--- src/pkg/seq_params.svh ---
`ifndef SEQ_PARAMS_SVH
`define SEQ_PARAMS_SVH
`define ADDR_W 7
`define CODE_W 10
`define OFS_W 4
`define TWOWIRE_BASE_RST 7'h00
`define MGMT_BASE_RST 7'h00
`define CLK_MHZ 125
`define MS_US 1000
`define MS_CYC (`CLK_MHZ * `MS_US)
`define DEF_RISE_MS 7'h06
`define DEF_DELAY_MS 7'h00
`define REF_FULL 16'hffff
`define LS_STEPS 4'h8
`define LS_CYC_PER_STEP 5'h10
`define FLOAT_CODE 10'h3f0
`endif

--- src/pkg/seq_pkg.sv ---
package seq_pkg;
   typedef enum logic [5:0] {
      ST_RESET = 6'h01,
      ST_LOAD = 6'h02,
      ST_SAMPLE = 6'h04,
      ST_WAIT = 6'h08,
      ST_DELAY = 6'h10,
      ST_RAMP = 6'h20
   } seq_state_t;
endpackage

--- src/logic/addr_mode_softstart_sequencer.sv ---
// Behaviour
// - Two separate 7-bit base addresses, two-wire and management bus.
// - A base address of zero disables that bus.
// - Bases come from stored defaults; strap adds an offset.
// - Strap sampled once at init with 10-bit converter; offset latched.
// - Strap code decodes into sixteen ascending offsets, +0 to +15.
// - After load, bus answers only at base plus latched offset: digital mode.
// - Floating strap: analog mode, bus ignored, pins repurposed, config frozen.
// - Conversion enabled only with enable and bus-voltage comparators both above.
// - Digital mode: bus on/off thresholds reprogrammable, overriding default.
// - Digitized input voltage is telemetry only, never used for decisions.
// - Low-side switch off until first high-side pulse at pre-biased start.
// - Low-side on-time starts 1/8 period, 1/8 steps, 16 cycles each.
// - Soft-start begins only after enable, lockout and full load.
// - Analog or default: reference rises linearly to full over 6 ms.
// - Digital mode: programmable soft-start delay 0 to 127 ms, 1 ms steps.
// - Digital mode: programmable rise time 1 to 127 ms, 1 ms steps.
// - Over-current and over-voltage protection active during start-up.
// - Hold reset until supplies and oscillator good, then load store.
// - Default configuration: conversion also waits for address read.
`timescale 1ns/1ns
`include "seq_params.svh"
module addr_mode_softstart_sequencer #(
   parameter int MS_CYCLES = `MS_CYC
) (
   // Clock and reset
   input wire logic mclk,
   input wire logic rst,
   // Supply monitor and oscillator status
   input wire logic supplies_good,
   input wire logic osc_stable,
   // Reprogrammable store load port
   input wire logic store_valid,
   input wire logic [6:0] store_twowire_base,
   input wire logic [6:0] store_mgmt_base,
   input wire logic [6:0] store_delay_ms,
   input wire logic [6:0] store_rise_ms,
   // Configuration writes from the bus engine
   input wire logic cfg_we,
   input wire logic [1:0] cfg_sel,
   input wire logic [6:0] cfg_data,
   // Strap converter
   input wire logic strap_valid,
   input wire logic [9:0] strap_code,
   // Comparators
   input wire logic enable_pin,
   input wire logic vin_def_above,
   input wire logic vin_prog_above,
   input wire logic vin_prog_sel,
   input wire logic overcurrent,
   input wire logic overvoltage,
   // Switching cycle and high-side pulse markers
   input wire logic cycle_tick,
   input wire logic high_side_pulse,
   // Status and control outputs
   output logic digital_mode,
   output logic twowire_en,
   output logic mgmt_bus_en,
   output logic [6:0] twowire_addr,
   output logic [6:0] mgmt_bus_addr,
   output logic strap_sample_req,
   output logic convert_en,
   output logic protect_en,
   output logic low_side_allow,
   output logic [3:0] low_side_eighths,
   output logic [15:0] ref_level
);
   // Synchronised pins
   logic en_s1_ff, en_s2_ff, vd_s1_ff, vd_s2_ff, vp_s1_ff, vp_s2_ff;
   // Supply and oscillator monitors are analog, so they are synchronised too
   logic ps_s1_ff, ps_s2_ff, os_s1_ff, os_s2_ff;
   always_ff @(posedge mclk or posedge rst) begin
      if (rst) begin
         {en_s1_ff, en_s2_ff, vd_s1_ff, vd_s2_ff, vp_s1_ff, vp_s2_ff} <= 6'h00;
         {ps_s1_ff, ps_s2_ff, os_s1_ff, os_s2_ff} <= 4'h0;
      end else begin
         ps_s1_ff <= supplies_good;
         ps_s2_ff <= ps_s1_ff;
         os_s1_ff <= osc_stable;
         os_s2_ff <= os_s1_ff;
         en_s1_ff <= enable_pin;
         en_s2_ff <= en_s1_ff;
         vd_s1_ff <= vin_def_above;
         vd_s2_ff <= vd_s1_ff;
         vp_s1_ff <= vin_prog_above;
         vp_s2_ff <= vp_s1_ff;
      end
   end

   seq_pkg::seq_state_t state_ff, nxt_state;
   logic [6:0] tw_base_ff, mg_base_ff, delay_ff, rise_ff;
   logic [3:0] ofs_ff;
   logic dig_ff, prog_ff;
   logic [31:0] ms_cnt_ff;
   logic [6:0] ms_ff;
   logic [15:0] ref_ff;
   logic conv_ff, ls_allow_ff;
   logic [3:0] ls_ff;
   logic [4:0] ls_cnt_ff;

   // Strap decode: midpoints between the sixteen resistor codes
   logic [3:0] dec_ofs;
   logic strap_float;
   assign strap_float = strap_code >= `FLOAT_CODE;
   always_comb begin
      dec_ofs = 4'h0;
      for (int i = 1; i < 16; i++) begin
         if (strap_code >= 10'(i * 64 - 32)) begin
            dec_ofs = 4'(i);
         end
      end
   end

   wire power_ok = ps_s2_ff && os_s2_ff;
   // Lockout uses comparators only, never the digitised input voltage
   wire vin_ok = (dig_ff && prog_ff) ? vp_s2_ff : vd_s2_ff;
   wire start_ok = en_s2_ff && vin_ok;
   wire cfg_open = dig_ff && (state_ff != seq_pkg::ST_LOAD);
   wire ms_tick = ms_cnt_ff == 32'(MS_CYCLES - 1);
   wire [6:0] rise_eff = (rise_ff == 7'h00) ? 7'h01 : rise_ff;
   wire [22:0] ref_calc = 23'({16'h0000, ms_ff} * 23'(`REF_FULL) / 23'(rise_eff));

   always_comb begin
      nxt_state = state_ff;
      case (state_ff)
         seq_pkg::ST_RESET: if (power_ok) nxt_state = seq_pkg::ST_LOAD;
         seq_pkg::ST_LOAD: if (store_valid) nxt_state = seq_pkg::ST_SAMPLE;
         seq_pkg::ST_SAMPLE: if (strap_valid) nxt_state = seq_pkg::ST_WAIT;
         seq_pkg::ST_WAIT: if (start_ok) nxt_state = seq_pkg::ST_DELAY;
         seq_pkg::ST_DELAY: begin
            if (!start_ok) nxt_state = seq_pkg::ST_WAIT;
            else if (ms_ff >= delay_ff) nxt_state = seq_pkg::ST_RAMP;
         end
         seq_pkg::ST_RAMP: if (!start_ok) nxt_state = seq_pkg::ST_WAIT;
         default: nxt_state = seq_pkg::ST_RESET;
      endcase
      if (!power_ok) nxt_state = seq_pkg::ST_RESET;
   end

   always_ff @(posedge mclk or posedge rst) begin
      if (rst) begin
         state_ff <= seq_pkg::ST_RESET;
      end else begin
         state_ff <= nxt_state;
      end
   end

   // Stored configuration, strap result and programmable overrides
   always_ff @(posedge mclk or posedge rst) begin
      if (rst) begin
         tw_base_ff <= `TWOWIRE_BASE_RST;
         mg_base_ff <= `MGMT_BASE_RST;
         delay_ff <= `DEF_DELAY_MS;
         rise_ff <= `DEF_RISE_MS;
         ofs_ff <= 4'h0;
         dig_ff <= 1'b0;
         prog_ff <= 1'b0;
      end else begin
         if (state_ff == seq_pkg::ST_LOAD && store_valid) begin
            tw_base_ff <= store_twowire_base;
            mg_base_ff <= store_mgmt_base;
            delay_ff <= store_delay_ms;
            rise_ff <= store_rise_ms;
         end
         if (state_ff == seq_pkg::ST_SAMPLE && strap_valid) begin
            ofs_ff <= strap_float ? 4'h0 : dec_ofs;
            dig_ff <= !strap_float;
         end
         if (cfg_we && cfg_open) begin
            case (cfg_sel)
               2'h0: delay_ff <= cfg_data;
               2'h1: rise_ff <= cfg_data;
               2'h2: tw_base_ff <= cfg_data;
               default: prog_ff <= cfg_data[0] | vin_prog_sel;
            endcase
         end
      end
   end

   // Millisecond timebase and reference ramp
   always_ff @(posedge mclk or posedge rst) begin
      if (rst) begin
         ms_cnt_ff <= 32'h0;
         ms_ff <= 7'h00;
         ref_ff <= 16'h0000;
      end else if (nxt_state != state_ff || state_ff == seq_pkg::ST_WAIT) begin
         ms_cnt_ff <= 32'h0;
         ms_ff <= 7'h00;
         if (nxt_state != seq_pkg::ST_RAMP) ref_ff <= 16'h0000;
      end else begin
         ms_cnt_ff <= ms_tick ? 32'h0 : ms_cnt_ff + 32'h1;
         if (ms_tick && ms_ff != 7'h7f) ms_ff <= ms_ff + 7'h01;
         if (state_ff == seq_pkg::ST_RAMP) begin
            ref_ff <= (ms_ff >= rise_eff) ? `REF_FULL : ref_calc[15:0];
         end
      end
   end

   // Pre-bias low-side ramp
   always_ff @(posedge mclk or posedge rst) begin
      if (rst) begin
         ls_allow_ff <= 1'b0;
         ls_ff <= 4'h0;
         ls_cnt_ff <= 5'h00;
         conv_ff <= 1'b0;
      end else begin
         conv_ff <= (nxt_state == seq_pkg::ST_DELAY) || (nxt_state == seq_pkg::ST_RAMP);
         if (!conv_ff) begin
            ls_allow_ff <= 1'b0;
            ls_ff <= 4'h0;
            ls_cnt_ff <= 5'h00;
         end else if (!ls_allow_ff) begin
            if (high_side_pulse) begin
               ls_allow_ff <= 1'b1;
               ls_ff <= 4'h1;
            end
         end else if (cycle_tick && ls_ff != `LS_STEPS) begin
            if (ls_cnt_ff == `LS_CYC_PER_STEP - 5'h01) begin
               ls_cnt_ff <= 5'h00;
               ls_ff <= ls_ff + 4'h1;
            end else begin
               ls_cnt_ff <= ls_cnt_ff + 5'h01;
            end
         end
      end
   end

   // Registered outputs
   always_ff @(posedge mclk or posedge rst) begin
      if (rst) begin
         digital_mode <= 1'b0;
         twowire_en <= 1'b0;
         mgmt_bus_en <= 1'b0;
         twowire_addr <= 7'h00;
         mgmt_bus_addr <= 7'h00;
         strap_sample_req <= 1'b0;
         protect_en <= 1'b0;
      end else begin
         digital_mode <= dig_ff;
         twowire_en <= dig_ff && tw_base_ff != 7'h00;
         mgmt_bus_en <= dig_ff && mg_base_ff != 7'h00;
         twowire_addr <= tw_base_ff + {3'h0, ofs_ff};
         mgmt_bus_addr <= mg_base_ff + {3'h0, ofs_ff};
         strap_sample_req <= nxt_state == seq_pkg::ST_SAMPLE;
         protect_en <= state_ff != seq_pkg::ST_RESET;
      end
   end

   assign convert_en = conv_ff;
   assign low_side_allow = ls_allow_ff;
   assign low_side_eighths = ls_ff;
   assign ref_level = ref_ff;

   chk_bus_off_zero: assert property (@(posedge mclk) disable iff (rst)
      (mg_base_ff == 7'h00) |=> !mgmt_bus_en) else $error("bus live at zero base");
   chk_analog_silent: assert property (@(posedge mclk) disable iff (rst)
      !dig_ff |=> !twowire_en && !mgmt_bus_en) else $error("analog mode bus live");
   chk_conv_needs_en: assert property (@(posedge mclk) disable iff (rst)
      $rose(convert_en) |-> $past(en_s2_ff)) else $error("conversion without enable");
   chk_ls_off_first: assert property (@(posedge mclk) disable iff (rst)
      $rose(low_side_allow) |-> $past(high_side_pulse)) else $error("low side early");
   chk_ls_first_step: assert property (@(posedge mclk) disable iff (rst)
      $rose(low_side_allow) |-> low_side_eighths == 4'h1) else $error("bad first step");
   chk_ramp_after_ok: assert property (@(posedge mclk) disable iff (rst)
      (state_ff == seq_pkg::ST_RAMP) |-> $past(start_ok)) else $error("ramp without ok");
   chk_ref_zero_wait: assert property (@(posedge mclk) disable iff (rst)
      (state_ff == seq_pkg::ST_WAIT) |=> ref_level == 16'h0000) else $error("ref not zero");
   chk_protect_live: assert property (@(posedge mclk) disable iff (rst)
      convert_en |-> protect_en) else $error("protection off in start-up");
   chk_load_after_por: assert property (@(posedge mclk) disable iff (rst)
      (state_ff == seq_pkg::ST_LOAD) |-> $past(power_ok)) else $error("load before power");

   // Mode and offset stay as latched once the strap has been read
   chk_mode_latched: assert property (@(posedge mclk) disable iff (rst)
      (state_ff != seq_pkg::ST_SAMPLE) |=> $stable(dig_ff)) else $error("mode moved");
   chk_ofs_latched: assert property (@(posedge mclk) disable iff (rst)
      (state_ff != seq_pkg::ST_SAMPLE) |=> $stable(ofs_ff)) else $error("offset moved");

   // Bus enables follow the base values
   chk_tw_off_zero: assert property (@(posedge mclk) disable iff (rst)
      (tw_base_ff == 7'h00) |=> !twowire_en) else $error("two-wire live at zero base");
   chk_tw_live: assert property (@(posedge mclk) disable iff (rst)
      (dig_ff && tw_base_ff != 7'h00) |=> twowire_en) else $error("two-wire bus dead");
   chk_mg_live: assert property (@(posedge mclk) disable iff (rst)
      (dig_ff && mg_base_ff != 7'h00) |=> mgmt_bus_en) else $error("management bus dead");

   // Analog mode keeps the loaded timing untouched
   chk_cfg_frozen: assert property (@(posedge mclk) disable iff (rst)
      (!dig_ff && state_ff != seq_pkg::ST_LOAD) |=> $stable(delay_ff) && $stable(rise_ff))
      else $error("config changed in analog mode");

   // Low-side ramp only runs while converting and never passes full duty
   chk_ls_needs_conv: assert property (@(posedge mclk) disable iff (rst)
      low_side_allow |-> $past(convert_en)) else $error("low side without conversion");
   chk_ls_step_cap: assert property (@(posedge mclk) disable iff (rst)
      low_side_eighths <= 4'h8) else $error("low side step overflow");

   // Start-up ordering
   chk_ref_zero_delay: assert property (@(posedge mclk) disable iff (rst)
      (state_ff == seq_pkg::ST_DELAY) |=> ref_level == 16'h0000) else $error("ref moved in delay");
   chk_no_conv_reset: assert property (@(posedge mclk) disable iff (rst)
      (state_ff == seq_pkg::ST_RESET) |=> !convert_en) else $error("conversion in reset");
   chk_conv_after_addr: assert property (@(posedge mclk) disable iff (rst)
      convert_en |-> ($past(state_ff) == seq_pkg::ST_WAIT || $past(state_ff) == seq_pkg::ST_DELAY
      || $past(state_ff) == seq_pkg::ST_RAMP)) else $error("conversion before address read");
endmodule

--- config.mk ---
export PLATFORM = sky130hd
export DESIGN_NAME = addr_mode_softstart_sequencer
export DESIGN_NICKNAME = d
export VERILOG_FILES = /design/src/pkg/seq_pkg.sv /design/src/logic/addr_mode_softstart_sequencer.sv
export VERILOG_INCLUDE_DIRS = /design/src /design/src/pkg
export SDC_FILE = /design/constraint.sdc
export NUM_CORES = 1
export LEC_CHECK = 0
export BUFFER_PORTS_ARGS = -buffer_cell sky130_fd_sc_hd__buf_4
export CORE_UTILIZATION = 43
export CTS_CLUSTER_DIAMETER = 120
export CTS_CLUSTER_SIZE = 24
export DETAILED_ROUTE_END_ITERATION = 8
export GPL_TIMING_DRIVEN = 1
export PLACE_DENSITY_LB_ADDON = 0.2
export SETUP_SLACK_MARGIN = 0.1
export SYNTH_ARGS = -nofsm -noshare
export SYNTH_HDL_FRONTEND = slang
export SYNTH_SLANG_ARGS = --single-unit
--- constraint.sdc ---
create_clock -name mclk -period 71.5 [get_ports mclk]
set_input_delay 14.3 -clock mclk [delete_from_list [all_inputs] [get_ports mclk]]
set_output_delay 14.3 -clock mclk [all_outputs]
set_load 0.03 [all_outputs]
==> impl_metrics.ini, run 1 <==
[floorplan]
fp.dieW_um = 211
die_h_um = 211
core-area_um2 = 43200
initial_core_util = 0.437
pin_count = 103
row_count = 76
die_area_um2 = 44700

[final_layout]
nFillCells = 4293
nets = 2729
syn2layout_area_growth_pct = 9.86
antenna_cells = 0
layout-drive-gt1-share = 0.113

[place]
place.gp.congestion = 0.895
portBuffers = 96
hpwl_um = 39000

[global_routing]
grt_pass1_wl_um = 83300
grt_max_degree = 72
grtUsageTotal = 0.226
antenna_found_initial = 0
grt_pass1_vias = 17300
globalRoute.totalOverflow = 0

[logic_synthesis]
yosys.area_share.simple = 0.258
synthTopCellsByArea = dfrtp_1 (18%), ha_1 (14%), nor2_1 (4.6%), nand2_1 (4.2%), o21a_1 (3.7%)
synth_cells = 2367
ys_async_sr_fraction = 1.00
synth_mux_area_frac = 0.0527
synth-edff-count = 0
synth_top_family_by_area = simple AND/OR/NAND/NOR gates
syn_area_per_cell_um2 = 7.97
synth_xor_area_frac = 0.0615
synth_top_cell_area_share = 0.175
ys_ff_latch = 135
synth_nets = 2657
synth_area_um2 = 18900
synth.largest_area_cell = dfrtp_1
synth-main-ff-cell = dfrtp_1
seq_area_frac_synth = 0.179
synth-compound-area-share = 0.255
yosys_warnings = 0
synth_fa_ha_area_frac = 0.160
ys_types = 120

[critical_path]
arrival_ps = 63810
rr_endpoint = ref_level[0]
crit_family = compound AO/OA/AOI/OAI gates
crit_path_frequent_cell = o21a_1
ff2ff_setup_slack_ps = 8040
path_max_fanout = 15
required_ps = 71850
worst-path-buf-inv = 7
r2r_start = ms_ff[4]
crit_slowest_cell = nor4_4
cp-start-kind = flop
slowest_delay_ps = 890
reg2reg_depth = 251
worstSetupPathType = reg2reg
critPathCaptureType = flop

[status]
status = finished clean

[clock_network]
clock_sinks = 135
cts.reportedPaths.clkPinSlew_ps = 70
numCtsBuffers = 17
cts_root_buf = clkbuf_16
post_cts_resize_count = 0
hold_buffers = 0
postCtsSetupBuffers = 0
clkLatencyLatePin_ps = 480
cts_tree = yes
cts_max_level = 4
clk_path_buf_depth = 2

[sta]
finalSetupViolCount = 0
clock.fmax_ghz = 0.0158
fin_crit_sh = 0.888
hold_violations = 0
fin_skew_ps = 22.3
layout_min_cycle_time_ps = 63460
tns_ps = 0
final_max_slew_viol_count = 0
relSlewSlack = 0.285
grt_setup_unrepaired = no
tightest_slew_ps = 1070

[routing]
dr.pass1.iters = 5
dr.first_iter.drc_count = 1105
vias_per_cell = 5.91
routed_wirelength_um = 49700
ant_nets = 0
remaining_drc_errors = 0
wire_per_inst_um = 16.4
vias = 17900

[hold_path]
hold_start = ps_s1_ff
hold_path_class = reg2reg
worstHoldEndpoint = ps_s2_ff
worstHoldPathCells = 0

[run]
maxCapViolations = 0
registers in the layout, summed over array words and instances (netlist names), 6 cells and up:
signal         flops
delay_ff           7
mg_base_ff         7
mgmt_bus_addr      7
ms_cnt_ff         32
ms_ff              7
ref_level         16
rise_ff            7
state_ff           6
tw_base_ff         7
twowire_addr       7
cells in the final DEF, fill, tap and decap left out, drive strengths merged, types with 11 or more instances in the layout:
cell / instances
nor4: 29
nand4: 26
nor2b: 35
nor3: 122
or2: 31
nor2: 235
a21o: 41
xor2: 54
dfrtp: 132
and2: 29
fa: 22
buf: 106
a21oi: 115
o31ai: 31
o21ai: 139
a31oi: 21
nand2: 211
mux2: 44
and3: 20
clkbuf: 19
mux2i: 49
and4: 12
o31a: 15
nand3: 76
or3: 36
o211ai: 31
a211o: 11
ha: 206
a211oi: 36
xnor2: 75
nand2b: 36
inv: 110
o21a: 93
o22ai: 15
how the worst max path moves through the flow:
stage / from / endpoint / slack [ps] / cells after the start
4_1_cts: ms_ff[4] / ref_level[0] / 8700 / 250
2_1_floorplan: ms_ff[4] / ref_level[0] / 19190 / 271
3_3_place_gp: ms_ff[4] / ref_level[0] / 10010 / 248
6_report: ms_ff[4] / ref_level[0] / 8040 / 251
5_1_grt: ms_ff[4] / ref_level[0] / 2200 / 253
3_5_place_dp: ms_ff[4] / ref_level[0] / 8920 / 251
per-stage QoR:
stage | setup WS, ps | hold slack (ps) | cell area [um^2] | instances | util
6_report | 8040 | 348 | 20700 | 3037 | 0.480
5_1_grt | 2200 | 352 | 20700 | 3037 | 0.480
4_1_cts | 8700 | 349 | 20700 | 3037 | 0.480
3_5_place_dp | 8920 | 336 | 20200 | 3005 | 0.467
3_3_place_gp | 10010 | 333 | 20200 | 3005 | 0.467
2_1_floorplan | 19190 | 331 | 18900 | 2367 | -
cell usage after synthesis, types with 20 or more instances:
cell / n
nor2_1: 231
nand2_1: 210
ha_1: 206
dfrtp_1: 132
o21ai_0: 129
nor3_1: 117
a21oi_1: 114
inv_1: 104
o21a_1: 92
nand3_1: 75
xnor2_1: 75
xor2_1: 53
mux2i_1: 48
a21o_1: 41
mux2_2: 41
or3_1: 36
nand2b_1: 35
nor2b_1: 35
clkbuf_1: 32
o31ai_1: 31
o211ai_1: 30
a211oi_1: 29
and2_1: 25
nand4_1: 24
or2_2: 23
fa_1: 22
a31oi_1: 20
and3_1: 20
nor4_1: 20
cells by family (layout without fill, tap and decap cells):
| group | count (synthesis) | after routing |
|---|---|---|
| simple gates | 946 | 946 |
| compound gates | 676 | 676 |
| fa+ha+maj | 228 | 228 |
| buf+inv | 159 | 244 |
| flops | 135 | 135 |
| xor+xnor | 130 | 130 |
| mux | 93 | 93 |
cell type report:
cell class	count	area (um^2)	share of cell area
clock buffers	19	443	0.0214
inverters	106	403	0.0194
multi-input cells	2073	14800	0.717
flip-flops and latches	135	3380	0.163
clock inverters	13	115	0.00556
well taps	585	732	0.0353
repair buffers	106	796	0.0384
layer usage:
layer	track usage	share of wire	wire length [um]
met1	0.301	0.47	23600
met2	0.376	0.46	23000
met3	0.0392	0.047	2320
met4	0.0572	0.017	856
met5	0	0	0
Power of run 1 is not shown: default switching activity piles up to over one toggle a cycle in this logic, so the estimate is an artifact.
==> run 2, diff against run 1 <==
--- a/config.mk
+++ b/config.mk
@@ -13,6 +13,7 @@
 export DETAILED_ROUTE_END_ITERATION = 8
 export GPL_TIMING_DRIVEN = 1
 export PLACE_DENSITY_LB_ADDON = 0.2
+export RECOVER_POWER = 25
 export SETUP_SLACK_MARGIN = 0.1
 export SYNTH_ARGS = -nofsm -noshare
 export SYNTH_HDL_FRONTEND = slang
==> run 2 against run 1 <==
  * Cell count is the same
  * Utilization about the same
  * Flip-flop and latch count stayed put
  * Non-clock buffer count unchanged
  * Sequential share of layout area about the same
  * The flow now finishes with violations (max-capacitance violations, max-slew violations)
==> impl_metrics.ini, run 2 (synthesis results as in run 1) <==
[status]
status = complete, but fails checks
violations = max-capacitance violations, max-slew violations

[clock_network]
clkLatencyLatePin_ps = 480
cts_max_level = 4
post_cts_resize_count = 0
postCtsSetupBuffers = 0
clock_sinks = 135
cts.reportedPaths.clkPinSlew_ps = 70
cts_root_buf = clkbuf_16
cts_tree = yes
hold_buffers = 0
numCtsBuffers = 17
clk_path_buf_depth = 2

[hold_path]
hold_path_class = reg2reg
worstHoldPathCells = 0
worstHoldEndpoint = ps_s2_ff
hold_start = ps_s1_ff

[global_routing]
grt_pass1_wl_um = 83300
grt_max_degree = 72
antenna_found_initial = 0
grtUsageTotal = 0.226
globalRoute.totalOverflow = 0
grt_pass1_vias = 17300

[critical_path]
rr_endpoint = ref_level[0]
crit_slowest_cell = nor4_4
r2r_start = ms_ff[4]
cp-start-kind = flop
ff2ff_setup_slack_ps = 8050
arrival_ps = 63800
path_max_fanout = 15
reg2reg_depth = 251
slowest_delay_ps = 890
crit_path_frequent_cell = o21a_1
worstSetupPathType = reg2reg
required_ps = 71850
critPathCaptureType = flop

[sta]
hold_violations = 0
grt_setup_unrepaired = no
finalSetupViolCount = 0
layout_min_cycle_time_ps = 63450
fin_crit_sh = 0.887
tns_ps = 0
fin_skew_ps = 22.7
clock.fmax_ghz = 0.0158
final_max_slew_viol_count = 66
tightest_slew_ps = 3080
relSlewSlack = -1.07

[final_layout]
nFillCells = 4295
largest_reg_flops = 32
syn2layout_area_growth_pct = 9.84
seq_area_um2 = 3380
layout-drive-gt1-share = 0.113
layout_commonest_cell = nor2_1
regMostFlops = ms_cnt_ff
multi_input_area_um2 = 14800
antenna_cells = 0
nets = 2729
final_cell_mix = nor2_1 (231), nand2_1 (210), ha_1 (206), dfrtp_1 (132), o21ai_0 (129)
fin_cells = 3037

[routing]
ant_nets = 0
remaining_drc_errors = 0
routed_wirelength_um = 49700
dr.pass1.iters = 5
vias_per_cell = 5.91
dr.first_iter.drc_count = 1107
wire_per_inst_um = 16.4
vias = 17900

[floorplan]
initial_core_util = 0.437
core-area_um2 = 43200
die_h_um = 211
pin_count = 103
die_area_um2 = 44700
row_count = 76
fp.dieW_um = 211

[run]
maxCapViolations = 1

[place]
place.gp.congestion = 0.895
portBuffers = 96
hpwl_um = 39000
placed_cells = 3005
==> run 2: cell type report <==
cell class              count  share of cell area
clock buffers              19              0.0214
flip-flops and latches    135               0.163
multi-input cells        2073               0.717
inverters                 106              0.0193
well taps                 585              0.0353
repair buffers            106              0.0384
clock inverters            13             0.00556
==> run 2: worst max-delay path by stage <==
stage / end / start / cells after the start
2_1_floorplan: ref_level[0] / ms_ff[4] / 271
3_3_place_gp: ref_level[0] / ms_ff[4] / 248
3_5_place_dp: ref_level[0] / ms_ff[4] / 251
4_1_cts: ref_level[0] / ms_ff[4] / 250
5_1_grt: ref_level[0] / ms_ff[4] / 253
6_report: ref_level[0] / ms_ff[4] / 251
==> run 2: critical path: cells and delay by family, from the launching register on <==
kind	cells	cell delay [ps]
AOI/OAI and AO/OA	128	28400
and+or+nand+nor	84	23090
adders and majority gates	28	9600
muxes	3	920
buffers and inverters	7	590
DFF	1	490
xor gates and xnor gates	1	180
==> run 2: layer usage <==
metal | vias up | routed length (um) | GRT usage
li1 | 9007 | - | -
met1 | 8413 | 23600 | 0.301
met2 | 442 | 22900 | 0.376
met3 | 79 | 2370 | 0.0392
met4 | 0 | 858 | 0.0572
met5 | - | 0 | 0
==> run 2: through the flow <==
| step | util | cell area, um^2 | hold slack (ps) | setup WS [ps] |
|---|---|---|---|---|
| 5_1_grt | 0.480 | 20700 | 352 | 2200 |
| 6_report | 0.480 | 20700 | 348 | 8050 |
| 4_1_cts | 0.480 | 20700 | 349 | 8700 |
| 2_1_floorplan | - | 18900 | 331 | 19190 |
| 3_3_place_gp | 0.467 | 20200 | 333 | 10010 |
| 3_5_place_dp | 0.467 | 20200 | 336 | 8920 |
Power of run 2 is left out for the same reason.
